===== config.mk =====
export PLATFORM = sky130hd
export DESIGN_NAME = dmaar_regs
export DESIGN_NICKNAME = d
export VERILOG_FILES = /design/src/logic/dmaar_pkg.sv /design/src/logic/dmaar_regs.sv
export SDC_FILE = /design/constraint.sdc
export NUM_CORES = 2
export LEC_CHECK = 0
export BUFFER_PORTS_ARGS = -buffer_cell sky130_fd_sc_hd__buf_2
export CORE_AREA = 4 4 637 639
export CTS_BUF_LIST = sky130_fd_sc_hd__clkbuf_2 sky130_fd_sc_hd__clkbuf_4 sky130_fd_sc_hd__clkbuf_8
export CTS_CLUSTER_DIAMETER = 30
export DETAILED_ROUTE_END_ITERATION = 10
export DIE_AREA = 0 0 641 643
export RECOVER_POWER = 100
export SLEW_MARGIN = 15
export SYNTH_ARGS = -nofsm -noshare
export SYNTH_HDL_FRONTEND = slang
export SYNTH_SLANG_ARGS = --single-unit

===== constraint.sdc =====
create_clock -name clk_sys_i -period 2.65 [get_ports clk_sys_i]
set_clock_uncertainty 0.2 [all_clocks]
set_input_delay 0.265 -clock clk_sys_i [delete_from_list [all_inputs] [get_ports clk_sys_i]]
set_output_delay 0.265 -clock clk_sys_i [all_outputs]
set_load 0.1 [all_outputs]

===== src/logic/dmaar_pkg.sv =====
// constants and types for the dma alias and irq register bank
package dmaar_pkg;

  // ==========================================================================
  // sizes
  localparam int NUM_CH   = 12;
  localparam int IRQ_W    = 16;
  localparam int ADDR_W   = 12;
  localparam int DATA_W   = 32;
  localparam int CH_IDX_W = 4;

  // ==========================================================================
  // per-channel alias offsets, channel 0; channel n adds n * stride
  localparam logic [11:0] CH_STRIDE            = 12'h040;
  localparam logic [5:0]  OFS_AL1_CTRL         = 6'h10;
  localparam logic [5:0]  OFS_AL1_SRC_PTR      = 6'h14;
  localparam logic [5:0]  OFS_AL1_DEST_PTR     = 6'h18;
  localparam logic [5:0]  OFS_AL1_COUNT_TRIG   = 6'h1c;
  localparam logic [5:0]  OFS_AL2_CTRL         = 6'h20;
  localparam logic [5:0]  OFS_AL2_COUNT        = 6'h24;
  localparam logic [5:0]  OFS_AL2_SRC_PTR      = 6'h28;
  localparam logic [5:0]  OFS_AL2_DEST_TRIG    = 6'h2c;
  localparam logic [5:0]  OFS_AL3_CTRL         = 6'h30;
  localparam logic [5:0]  OFS_AL3_DEST_PTR     = 6'h34;
  localparam logic [5:0]  OFS_AL3_COUNT        = 6'h38;
  localparam logic [5:0]  OFS_AL3_SRC_TRIG     = 6'h3c;
  localparam logic [3:0]  TRIG_WORD            = 4'hc;

  // ==========================================================================
  // interrupt registers
  localparam logic [11:0] OFS_RAW_IRQ_PENDING  = 12'h400;
  localparam logic [11:0] OFS_IRQ0_ENABLE_MASK = 12'h404;
  localparam logic [11:0] OFS_IRQ0_FORCE_MASK  = 12'h408;
  localparam logic [11:0] OFS_IRQ0_MASKED      = 12'h40c;
  localparam logic [11:0] OFS_IRQ1_ENABLE_MASK = 12'h414;
  localparam logic [11:0] OFS_IRQ1_FORCE_MASK  = 12'h418;
  localparam logic [11:0] OFS_IRQ1_MASKED      = 12'h41c;

  // ==========================================================================
  // reset values and fields
  localparam logic [15:0] IRQ_RESET  = 16'h0000;
  localparam logic [31:0] CH_RESET   = 32'h0000_0000;
  localparam int          CTRL_EN_BIT = 0;

  typedef enum logic [2:0] {
    FLD_NONE,
    FLD_CTRL,
    FLD_SRC,
    FLD_DEST,
    FLD_COUNT
  } dmaar_field_t;

  typedef struct packed {
    logic              we;
    logic              re;
    logic [ADDR_W-1:0] addr;
    logic [DATA_W-1:0] wdata;
  } dmaar_req_t;

  typedef struct packed {
    logic [DATA_W-1:0] ctrl;
    logic [DATA_W-1:0] src_ptr;
    logic [DATA_W-1:0] dest_ptr;
    logic [DATA_W-1:0] transfer_count;
  } dmaar_chan_t;

endpackage


===== src/logic/dmaar_regs.sv =====
// register bank: channel alias sets and channel interrupt aggregation
`timescale 1ns/1ps

module dmaar_regs
(
  // clock, reset, enable
  input  wire logic                          clk_sys_i,
  input  wire logic                          rst_b_i,
  input  wire logic                          ce_i,
  // register port
  input  wire dmaar_pkg::dmaar_req_t         reg_req_i,
  output logic [dmaar_pkg::DATA_W-1:0]       reg_rdata_o,
  // channel engine side
  input  wire logic [dmaar_pkg::NUM_CH-1:0]  ch_busy_i,
  input  wire logic [dmaar_pkg::IRQ_W-1:0]   ch_irq_i,
  output dmaar_pkg::dmaar_chan_t             ch_regs_o [dmaar_pkg::NUM_CH],
  output logic [dmaar_pkg::NUM_CH-1:0]       ch_start_o,
  // system interrupts
  output logic                               irq0_o,
  output logic                               irq1_o
);

  // ==========================================================================
  // alias decode
  function automatic dmaar_pkg::dmaar_field_t field_of
  (
    input logic [5:0] ofs
  );
    dmaar_pkg::dmaar_field_t f;
    f = dmaar_pkg::FLD_NONE;
    case (ofs)
      dmaar_pkg::OFS_AL1_CTRL:       f = dmaar_pkg::FLD_CTRL;
      dmaar_pkg::OFS_AL1_SRC_PTR:    f = dmaar_pkg::FLD_SRC;
      dmaar_pkg::OFS_AL1_DEST_PTR:   f = dmaar_pkg::FLD_DEST;
      dmaar_pkg::OFS_AL1_COUNT_TRIG: f = dmaar_pkg::FLD_COUNT;
      dmaar_pkg::OFS_AL2_CTRL:       f = dmaar_pkg::FLD_CTRL;
      dmaar_pkg::OFS_AL2_COUNT:      f = dmaar_pkg::FLD_COUNT;
      dmaar_pkg::OFS_AL2_SRC_PTR:    f = dmaar_pkg::FLD_SRC;
      dmaar_pkg::OFS_AL2_DEST_TRIG:  f = dmaar_pkg::FLD_DEST;
      dmaar_pkg::OFS_AL3_CTRL:       f = dmaar_pkg::FLD_CTRL;
      dmaar_pkg::OFS_AL3_DEST_PTR:   f = dmaar_pkg::FLD_DEST;
      dmaar_pkg::OFS_AL3_COUNT:      f = dmaar_pkg::FLD_COUNT;
      dmaar_pkg::OFS_AL3_SRC_TRIG:   f = dmaar_pkg::FLD_SRC;
      default:                       f = dmaar_pkg::FLD_NONE;
    endcase
    return f;
  endfunction

  // picks one of the four channel words
  function automatic logic [31:0] field_word
  (
    input dmaar_pkg::dmaar_chan_t  c,
    input dmaar_pkg::dmaar_field_t f
  );
    logic [31:0] w;
    w = 32'h0000_0000;
    case (f)
      dmaar_pkg::FLD_CTRL:  w = c.ctrl;
      dmaar_pkg::FLD_SRC:   w = c.src_ptr;
      dmaar_pkg::FLD_DEST:  w = c.dest_ptr;
      dmaar_pkg::FLD_COUNT: w = c.transfer_count;
      default:              w = 32'h0000_0000;
    endcase
    return w;
  endfunction

  // ==========================================================================
  // state
  dmaar_pkg::dmaar_chan_t          chan_q [dmaar_pkg::NUM_CH];
  logic [dmaar_pkg::IRQ_W-1:0]     pending_q;
  logic [dmaar_pkg::IRQ_W-1:0]     pending_d;
  logic [dmaar_pkg::IRQ_W-1:0]     en0_q;
  logic [dmaar_pkg::IRQ_W-1:0]     force0_q;
  logic [dmaar_pkg::IRQ_W-1:0]     en1_q;
  logic [dmaar_pkg::IRQ_W-1:0]     force1_q;
  logic [dmaar_pkg::NUM_CH-1:0]    start_q;
  logic [dmaar_pkg::NUM_CH-1:0]    start_d;
  logic [dmaar_pkg::DATA_W-1:0]    rdata_q;
  logic [dmaar_pkg::DATA_W-1:0]    rdata_d;

  // ==========================================================================
  // address and write decode
  logic [dmaar_pkg::CH_IDX_W-1:0]  ch_idx_w;
  dmaar_pkg::dmaar_field_t         fld_w;
  logic                            chan_ok_w;
  logic                            trig_slot_w;
  logic                            trig_fire_w;
  logic                            wr_raw_w;
  logic                            wr_en0_w;
  logic                            wr_f0_w;
  logic                            wr_ms0_w;
  logic                            wr_en1_w;
  logic                            wr_f1_w;
  logic                            wr_ms1_w;
  logic [dmaar_pkg::IRQ_W-1:0]     wmask_w;
  logic [dmaar_pkg::IRQ_W-1:0]     clr_w;
  logic [dmaar_pkg::IRQ_W-1:0]     masked0_w;
  logic [dmaar_pkg::IRQ_W-1:0]     masked1_w;
  logic [dmaar_pkg::DATA_W-1:0]    rd_word_w;

  assign ch_idx_w    = reg_req_i.addr[9:6];
  assign fld_w       = field_of(reg_req_i.addr[5:0]);
  // channel window sits below 0x400; channels past the last read as unmapped
  assign chan_ok_w   = (reg_req_i.addr[11:10] == 2'b00)
                     && (ch_idx_w < 4'(dmaar_pkg::NUM_CH))
                     && (fld_w != dmaar_pkg::FLD_NONE);
  assign trig_slot_w = chan_ok_w
                     && (reg_req_i.addr[3:0] == dmaar_pkg::TRIG_WORD);
  // a zero write to a trigger word is a plain store
  assign trig_fire_w = reg_req_i.we && trig_slot_w
                     && (reg_req_i.wdata != 32'h0000_0000);

  assign wmask_w  = reg_req_i.wdata[dmaar_pkg::IRQ_W-1:0];
  assign wr_raw_w = reg_req_i.we
                  && (reg_req_i.addr == dmaar_pkg::OFS_RAW_IRQ_PENDING);
  assign wr_en0_w = reg_req_i.we
                  && (reg_req_i.addr == dmaar_pkg::OFS_IRQ0_ENABLE_MASK);
  assign wr_f0_w  = reg_req_i.we
                  && (reg_req_i.addr == dmaar_pkg::OFS_IRQ0_FORCE_MASK);
  assign wr_ms0_w = reg_req_i.we
                  && (reg_req_i.addr == dmaar_pkg::OFS_IRQ0_MASKED);
  assign wr_en1_w = reg_req_i.we
                  && (reg_req_i.addr == dmaar_pkg::OFS_IRQ1_ENABLE_MASK);
  assign wr_f1_w  = reg_req_i.we
                  && (reg_req_i.addr == dmaar_pkg::OFS_IRQ1_FORCE_MASK);
  assign wr_ms1_w = reg_req_i.we
                  && (reg_req_i.addr == dmaar_pkg::OFS_IRQ1_MASKED);

  // any of the three status words clears by mask
  assign clr_w = (wr_raw_w || wr_ms0_w || wr_ms1_w) ? wmask_w
               : dmaar_pkg::IRQ_RESET;
  // new events win over a clear in the same cycle
  assign pending_d = (pending_q & ~clr_w) | ch_irq_i;

  // ==========================================================================
  // interrupt outputs
  assign masked0_w = (pending_q | force0_q) & en0_q;
  assign masked1_w = (pending_q | force1_q) & en1_q;
  assign irq0_o    = |masked0_w;
  assign irq1_o    = |masked1_w;

  // ==========================================================================
  // start decision: only an enabled and idle channel may start
  always_comb
  begin
    start_d = '0;
    for (int n = 0; n < dmaar_pkg::NUM_CH; n++)
    begin
      start_d[n] = trig_fire_w && (ch_idx_w == 4'(n))
                 && chan_q[n].ctrl[dmaar_pkg::CTRL_EN_BIT]
                 && !ch_busy_i[n];
    end
  end

  // ==========================================================================
  // read path
  always_comb
  begin
    rd_word_w = 32'h0000_0000;
    if (chan_ok_w)
    begin
      rd_word_w = field_word(chan_q[ch_idx_w], fld_w);
    end
    else
    begin
      case (reg_req_i.addr)
        dmaar_pkg::OFS_RAW_IRQ_PENDING:  rd_word_w = {16'h0000, pending_q};
        dmaar_pkg::OFS_IRQ0_ENABLE_MASK: rd_word_w = {16'h0000, en0_q};
        dmaar_pkg::OFS_IRQ0_FORCE_MASK:  rd_word_w = {16'h0000, force0_q};
        dmaar_pkg::OFS_IRQ0_MASKED:      rd_word_w = {16'h0000, masked0_w};
        dmaar_pkg::OFS_IRQ1_ENABLE_MASK: rd_word_w = {16'h0000, en1_q};
        dmaar_pkg::OFS_IRQ1_FORCE_MASK:  rd_word_w = {16'h0000, force1_q};
        dmaar_pkg::OFS_IRQ1_MASKED:      rd_word_w = {16'h0000, masked1_w};
        default:                         rd_word_w = 32'h0000_0000;
      endcase
    end
  end

  // read data stands for exactly one ce_i-enabled cycle after the strobe
  assign rdata_d = reg_req_i.re ? rd_word_w : 32'h0000_0000;

  // ==========================================================================
  // channel words; every alias of a field writes the same storage
  always_ff @(posedge clk_sys_i)
  begin
    if (!rst_b_i)
    begin
      for (int n = 0; n < dmaar_pkg::NUM_CH; n++)
      begin
        chan_q[n] <= '{dmaar_pkg::CH_RESET, dmaar_pkg::CH_RESET,
                       dmaar_pkg::CH_RESET, dmaar_pkg::CH_RESET};
      end
    end
    else if (ce_i && reg_req_i.we && chan_ok_w)
    begin
      case (fld_w)
        dmaar_pkg::FLD_CTRL:  chan_q[ch_idx_w].ctrl     <= reg_req_i.wdata;
        dmaar_pkg::FLD_SRC:   chan_q[ch_idx_w].src_ptr  <= reg_req_i.wdata;
        dmaar_pkg::FLD_DEST:  chan_q[ch_idx_w].dest_ptr <= reg_req_i.wdata;
        dmaar_pkg::FLD_COUNT:
          chan_q[ch_idx_w].transfer_count <= reg_req_i.wdata;
        default: ;
      endcase
    end
  end

  // ==========================================================================
  // interrupt registers, start pulses, read data
  always_ff @(posedge clk_sys_i)
  begin
    if (!rst_b_i)
    begin
      pending_q <= dmaar_pkg::IRQ_RESET;
      en0_q     <= dmaar_pkg::IRQ_RESET;
      force0_q  <= dmaar_pkg::IRQ_RESET;
      en1_q     <= dmaar_pkg::IRQ_RESET;
      force1_q  <= dmaar_pkg::IRQ_RESET;
      start_q   <= '0;
      rdata_q   <= 32'h0000_0000;
    end
    else if (ce_i)
    begin
      pending_q <= pending_d;
      en0_q     <= wr_en0_w ? wmask_w : en0_q;
      force0_q  <= wr_f0_w  ? wmask_w : force0_q;
      en1_q     <= wr_en1_w ? wmask_w : en1_q;
      force1_q  <= wr_f1_w  ? wmask_w : force1_q;
      start_q   <= start_d;
      rdata_q   <= rdata_d;
    end
  end

  assign reg_rdata_o = rdata_q;
  assign ch_start_o  = start_q;
  assign ch_regs_o   = chan_q;
endmodule // dmaar_regs


* Yosys cells after proc, flatten, opt, wreduce, memory -nomap -nowiden
Cells that the tools add are included.
** Word-level totals
- Bits in registers :: 1660
- Input bits :: 77
- Output and inout bits :: 1582
- Word-level logic and storage cells :: 204
** Operators by class
- Order comparisons :: 3
- Equal/unequal tests :: 35
- Mux-type cells :: 22
- Bitwise gates (word level) :: 8
- Reduce and logical (&&, ||, !) cells :: 81
** Operator list (number)
- 1536-bit bitwise mux :: 4
- 1536-bit one-hot mux with 4 select lines :: 1
- 128-bit demux with 4-bit select :: 4
- 128-bit binary-select mux with 4-bit select :: 1
- 128-bit two-way mux :: 3
- 32-bit one-hot mux with 4 select lines :: 1
- 16-bit one-hot mux with 7 select lines :: 1
- 32-bit two-way mux :: 3
- 96-bit two-way mux :: 1
- 12-bit by 11-bit equality test with 1-bit output (second input constant) :: 7
- 64-bit two-way mux :: 1
- 1-bit logical AND :: 51
- 16-bit AND :: 3
- 6-bit equality test (second input constant) :: 8
- 16-bit bitwise OR :: 3
- 32-bit nonzero test :: 1
- 16-bit OR reduction :: 2
- 6-bit by 5-bit equality test with 1-bit output (second input constant) :: 4
- 4-bit equality test (second input constant) :: 5
- 4-bit by 3-bit equality test with 1-bit output (second input constant) :: 4
- 16-bit two-way mux :: 1
- 16-bit NOT :: 1
- 1-bit zero test :: 12
- 3-bit one-hot mux with 4 select lines :: 1
- other kinds (16) :: 26

* Longest topological paths before layout
- Word-level depth :: 11
- Gate-level depth with buffers :: 11
- Gate-level depth less buffers :: 6

* Least setup slack after synthesis
Ideal clock, no wire load.
- Path kind :: input to register
- From :: input port reg_req_i[38] in the netlist's numbering
- To :: register rdata_q (netlist bit reg_rdata_o[8])
- Setup time :: 0.119 ns
- Data arrival time :: 2.446 ns
- Data required time :: 2.331 ns
- Setup slack :: -0.115 ns
- Cell stages on the path :: 10
- Buffers on the path :: 4
- Cell sequence :: buf_2 > buf_2 > buf_2 > buf_2 > mux4_2 > mux2i_1 > nor3_1 > a2111oi_0 > nand4_1 > a32o_1
** On the way
- Word-level cells in the longest chain between the ends :: 7
- Elaborated cells between the ends (all ways) :: 18
- Those cells by class :: 1 x order compare; 7 x eq/ne; 7 x mux; 1 x bitwise; 2 x reduce/logical
** RTL lines
- from (decl) :: line dmaar_regs.sv:11 : input wire dmaar_pkg::dmaar_req_t reg_req_i,
- 4-bit NOT with 5-bit output (implied by the code) :: line dmaar_regs.sv:162 : rd_word_w = field_word(chan_q[ch_idx_w], fld_w);
- 128-bit binary-select mux with 4-bit select :: line dmaar_regs.sv:162
- 128-bit two-way mux (implied by the code) (2 in series) :: line dmaar_regs.sv:162
- 32-bit one-hot mux with 4 select lines :: line dmaar_regs.sv:57 : case (f)
- 32-bit two-way mux * :: line dmaar_regs.sv:160 : if (chan_ok_w)
- 32-bit two-way mux * :: line dmaar_regs.sv:180 : assign rdata_d = reg_req_i.re ? rd_word_w : 32'h0000_0000;
- to (signal assigned) :: line dmaar_regs.sv:229 : rdata_q <= rdata_d;
- to (decl) :: line dmaar_regs.sv:78 : logic [dmaar_pkg::DATA_W-1:0] rdata_q;
Mark *: on every way between the ends. The rest lies on a longest branch, timed or not. The select of a mux whose other input is x is not followed.
A chain may end at the register's enable or synchronous reset.

* Final worst setup path
- From :: input port reg_req_i[32] in the netlist's numbering
- To :: register en1_q[9] in the netlist's numbering
** On the way
- Word-level cells in the longest chain between the ends :: 3
** RTL lines
- 12-bit by 11-bit equality test with 1-bit output :: line dmaar_regs.sv:123 : && (reg_req_i.addr == dmaar_pkg::OFS_IRQ1_ENABLE_MASK);
- 1-bit logical AND :: line dmaar_regs.sv:123
- 2-bit AND reduction (no line)
- to (signal assigned) :: line dmaar_regs.sv:216 : en1_q <= dmaar_pkg::IRQ_RESET;
- to (signal assigned) :: line dmaar_regs.sv:226 : en1_q <= wr_en1_w ? wmask_w : en1_q;
- to (decl) :: line dmaar_regs.sv:74 : logic [dmaar_pkg::IRQ_W-1:0] en1_q;
No other way between the ends.

==> impl_metrics.json <==
{
  "status": "finished, violations left",
  "violations": "negative setup slack",
  "ys.flop_type": "dfxtp_1",
  "post_dp_cell_area_mm2": 0.0959,
  "ant_nets": 0,
  "fin_util_pct": 27.4,
  "grt_usage_pct": 26.8,
  "clock-root-buffer": "clkbuf_8",
  "setup_ws_ns": -0.603,
  "synth_top_area_cell": "dfxtp_1",
  "slew_viol_final": 0,
  "crit_type": "in2reg",
  "syn-num-nets": 8276,
  "grt_pass1_wl_um": 742000,
  "drtIter0Drc": 10500,
  "hpwl_um": 461000,
  "synth_edf_count": 0,
  "seqPwrFrac_pct": 35.8,
  "ios": 1659,
  "path_cells": "clkbuf_1 -> clkdlybuf4s25_1 -> clkbuf_1 -> nor2_1 -> clkbuf_2 -> and4_2 -> nand2_1 -> dlygate4sd3_1 -> clkbuf_4 -> nand2_1 -> a21boi_0 -> dlygate4sd3_1",
  "nNetsFinal": 10600,
  "hold_viol_final": 0,
  "vias": 79000,
  "fp.coreArea_mm2": 0.399,
  "start_util_pct": 18.5,
  "port_buffers": 1658,
  "cts.reportedPaths.clkPinSlew_ns": 0.06,
  "multi_input_area_mm2": 0.0379,
  "cp-end-kind": "flip-flop",
  "gp_congestion": 0.980,
  "tightest_slew_ns": 1.09,
  "yosys-top-cells-area": "dfxtp_1 45%, nand2_1 11%, mux4_2 10%, a21boi_0 10%, mux2i_1 4.3%",
  "async_flop_share_pct": 0,
  "fin_area_mm2": 0.109,
  "arrival_ns": 4.06,
  "maxCapViolations": 0,
  "dr.pass1.iters": 9,
  "powerDensity_mw_per_mm2": 642,
  "fin_crit_sh_pct": 123,
  "drive_above_1_share_pct": 35.8,
  "die_h_um": 643,
  "grt_max_degree": 128,
  "grt_overflow": 0,
  "tritoncts": "yes",
  "power.switching_mw": 17.6,
  "rsz0062_at_grt": "true",
  "grt_antenna_before_repair": 66,
  "synth_area_mm2": 0.0738,
  "power_leakage_nw": 42.9,
  "min_period_ns": 3.25,
  "drc_errors": 0,
  "yosysUniqueCellTypes": 74,
  "wl_um": 579000,
  "cts-buffers-inserted": 431,
  "die_w_um": 641,
  "p_int_mw": 52.5,
  "ys_warn_count": 0,
  "rows": 232,
  "synthesis.instances": 8199,
  "startpoint_type": "input pin",
  "cts_max_level": 5,
  "ys_seq_area_share_pct": 45.0,
  "wire_per_inst_um": 35.7,
  "setup_viol": 1343,
  "yosysTopAreaCellShare_pct": 45.0,
  "cts_sinks": 1660,
  "comb_power_share_pct": 6.0,
  "area_growth_pct": 47.9,
  "ys_seq_elements": 1660,
  "slew_headroom_pct": 27.0,
  "max_stage_delay_ns": 0.58,
  "grt_pass1_vias": 73500,
  "whs_ns": 0.0391,
  "switching_share_pct": 25.1,
  "final-seq-area_mm2": 0.0333,
  "p_clk_share_pct": 58.2,
  "pre_cts_ws_ns": -1.19,
  "die_area_mm2": 0.412,
  "fmaxAchievable_mhz": 307,
  "critical_path_peak_fanout": 9,
  "fillers": 42400,
  "viasPerCell": 4.87,
  "avgSynthCellArea_um2": 9.01,
  "cp_data_required_time_ns": 3.46,
  "ir_drop_v": 0.000700,
  "crit_slowest_cell": "dlygate4sd3_1",
  "cts.path.max_buffers": 4,
  "clk_latency_ns": 1.16,
  "hp-class": "in2reg",
  "crit_buf_inv": 7,
  "critPathTopFamily": "buffers and inverters"
}
Yosys cell counts (all sizes together), types with 4 or more instances:
cell type and number:
a21o 8, mux4 337, a31oi 17, buf 202
nor4 15, o32ai 12, o21ai 460, nor2 69
o211a 9, a32o 8, nand2 2248, and3 8
nor3b 7, dfxtp 1660, mux2i 314, nand3 488
nor4bb 4, nand4b 6, a211o 17, nand4 16
a2111oi 5, nor3 32, or2 5, a21boi 1064
mux2 23, inv 9, a211oi 18, nor2b 192
and2 13, or4 6, a221oi 13, a21oi 39
o311ai 4, a32oi 15, a2bb2oi 4, a22oi 78
o211ai 30, a22o 10, o31ai 5, o22ai 40
nand2b 15, clkbuf 644
per-layer routing:
layer | track usage (%) | wire length (um) | vias to the layer above | part of all wire (%)
met4 | 15.1 | 41100 | 18 | 7.1
met2 | 41.3 | 252000 | 5561 | 43
met5 | 0 | 106 | - | 0.018
met3 | 10.2 | 70300 | 1242 | 12
li1 | - | - | 33400 | -
met1 | 31.7 | 216000 | 38800 | 37
power groups by stage:
stage / Sequential (mW) / Clock (mW) / Combinational [mW]
final: 25.1 / 40.8 / 4.20
after CTS: 25.1 / 41.0 / 4.15
after global placement: 25.6 / 0 / 3.89
after detailed placement: 25.6 / 0 / 3.89
after floorplan: 25.7 / 0 / 1.69
after global routing: 25.1 / 42.4 / 4.28
stage by stage:
stage	instances	setup TNS, ns	power [mW]
final	16200	-296.79	70.1
after global routing	16200	-194.51	71.7
after CTS	16200	-38.47	70.3
after detailed placement	15200	-462.01	29.5
after global placement	15200	-451.28	29.5
after floorplan	8199	-0.0294	27.4
worst min-delay path: cells and delay by family:
family	cells	cell delay, ns
compound gates	4	0.49
simple gates	1	0.10
buf+inv	4	0.46
area by class of cell:
type | count | share of cell area [%]
repair buffers | 2769 | 18.7
multi-input cells | 5684 | 34.7
clock buffers | 580 | 6.97
clock inverters | 216 | 2.97
well taps | 5265 | 6.03
diodes | 37 | 0.0847
inverters | 9 | 0.0355
flip-flops and latches | 1660 | 30.4
logic make-up after synthesis:
| logic type | share of synthesized area (%) |
|---|---|
| compound gates | 17.5 |
| flops | 45.0 |
| xor+xnor | 0.0237 |
| buf+inv | 4.62 |
| simple gates | 18.0 |
| mux | 14.9 |
what timing repair did:
action / CTS / global route
endpoints found under the hold margin: 1653 / 32
endpoints found under the setup margin: 281 / 846
gates resized for setup: 347 / 84
hold buffers: 172 / 4
buffers inserted: 3 / 16
pin swaps: 7 / 22
placed cells by master (no fill, tap or decap), drive strengths merged, types with 12 or more instances in the layout:
cell type / n
a21boi: 1064
buf: 1105
clkinvlp: 37
nor2b: 192
nor4: 15
clkinv: 88
nor3: 32
dlygate4sd3: 160
nand4: 16
a22oi: 78
and2: 13
o211ai: 30
a211o: 17
dfxtp: 1660
o22ai: 40
mux2: 23
diode: 37
bufinv: 74
o32ai: 12
mux4: 337
mux2i: 314
a31oi: 17
o21ai: 460
a32oi: 15
a21oi: 39
clkbuf: 2076
nor2: 69
nand2b: 15
a211oi: 18
nand3: 488
inv: 26
a221oi: 13
nand2: 2248
worst paths after layout:
path / startpoint / endpoint / slack [ns] / cells past startpoint
setup reg to reg: flip-flop / reg_rdata_o[1] / -0.03 / 5
hold reg to reg: flip-flop / flip-flop / 0.27 / 2
hold / removal: reg_req_i[35] / reg_rdata_o[7] / 0.04 / 9
setup / recovery: reg_req_i[32] / en1_q[9] / -0.60 / 12
(Power assumes the default switching activity.)
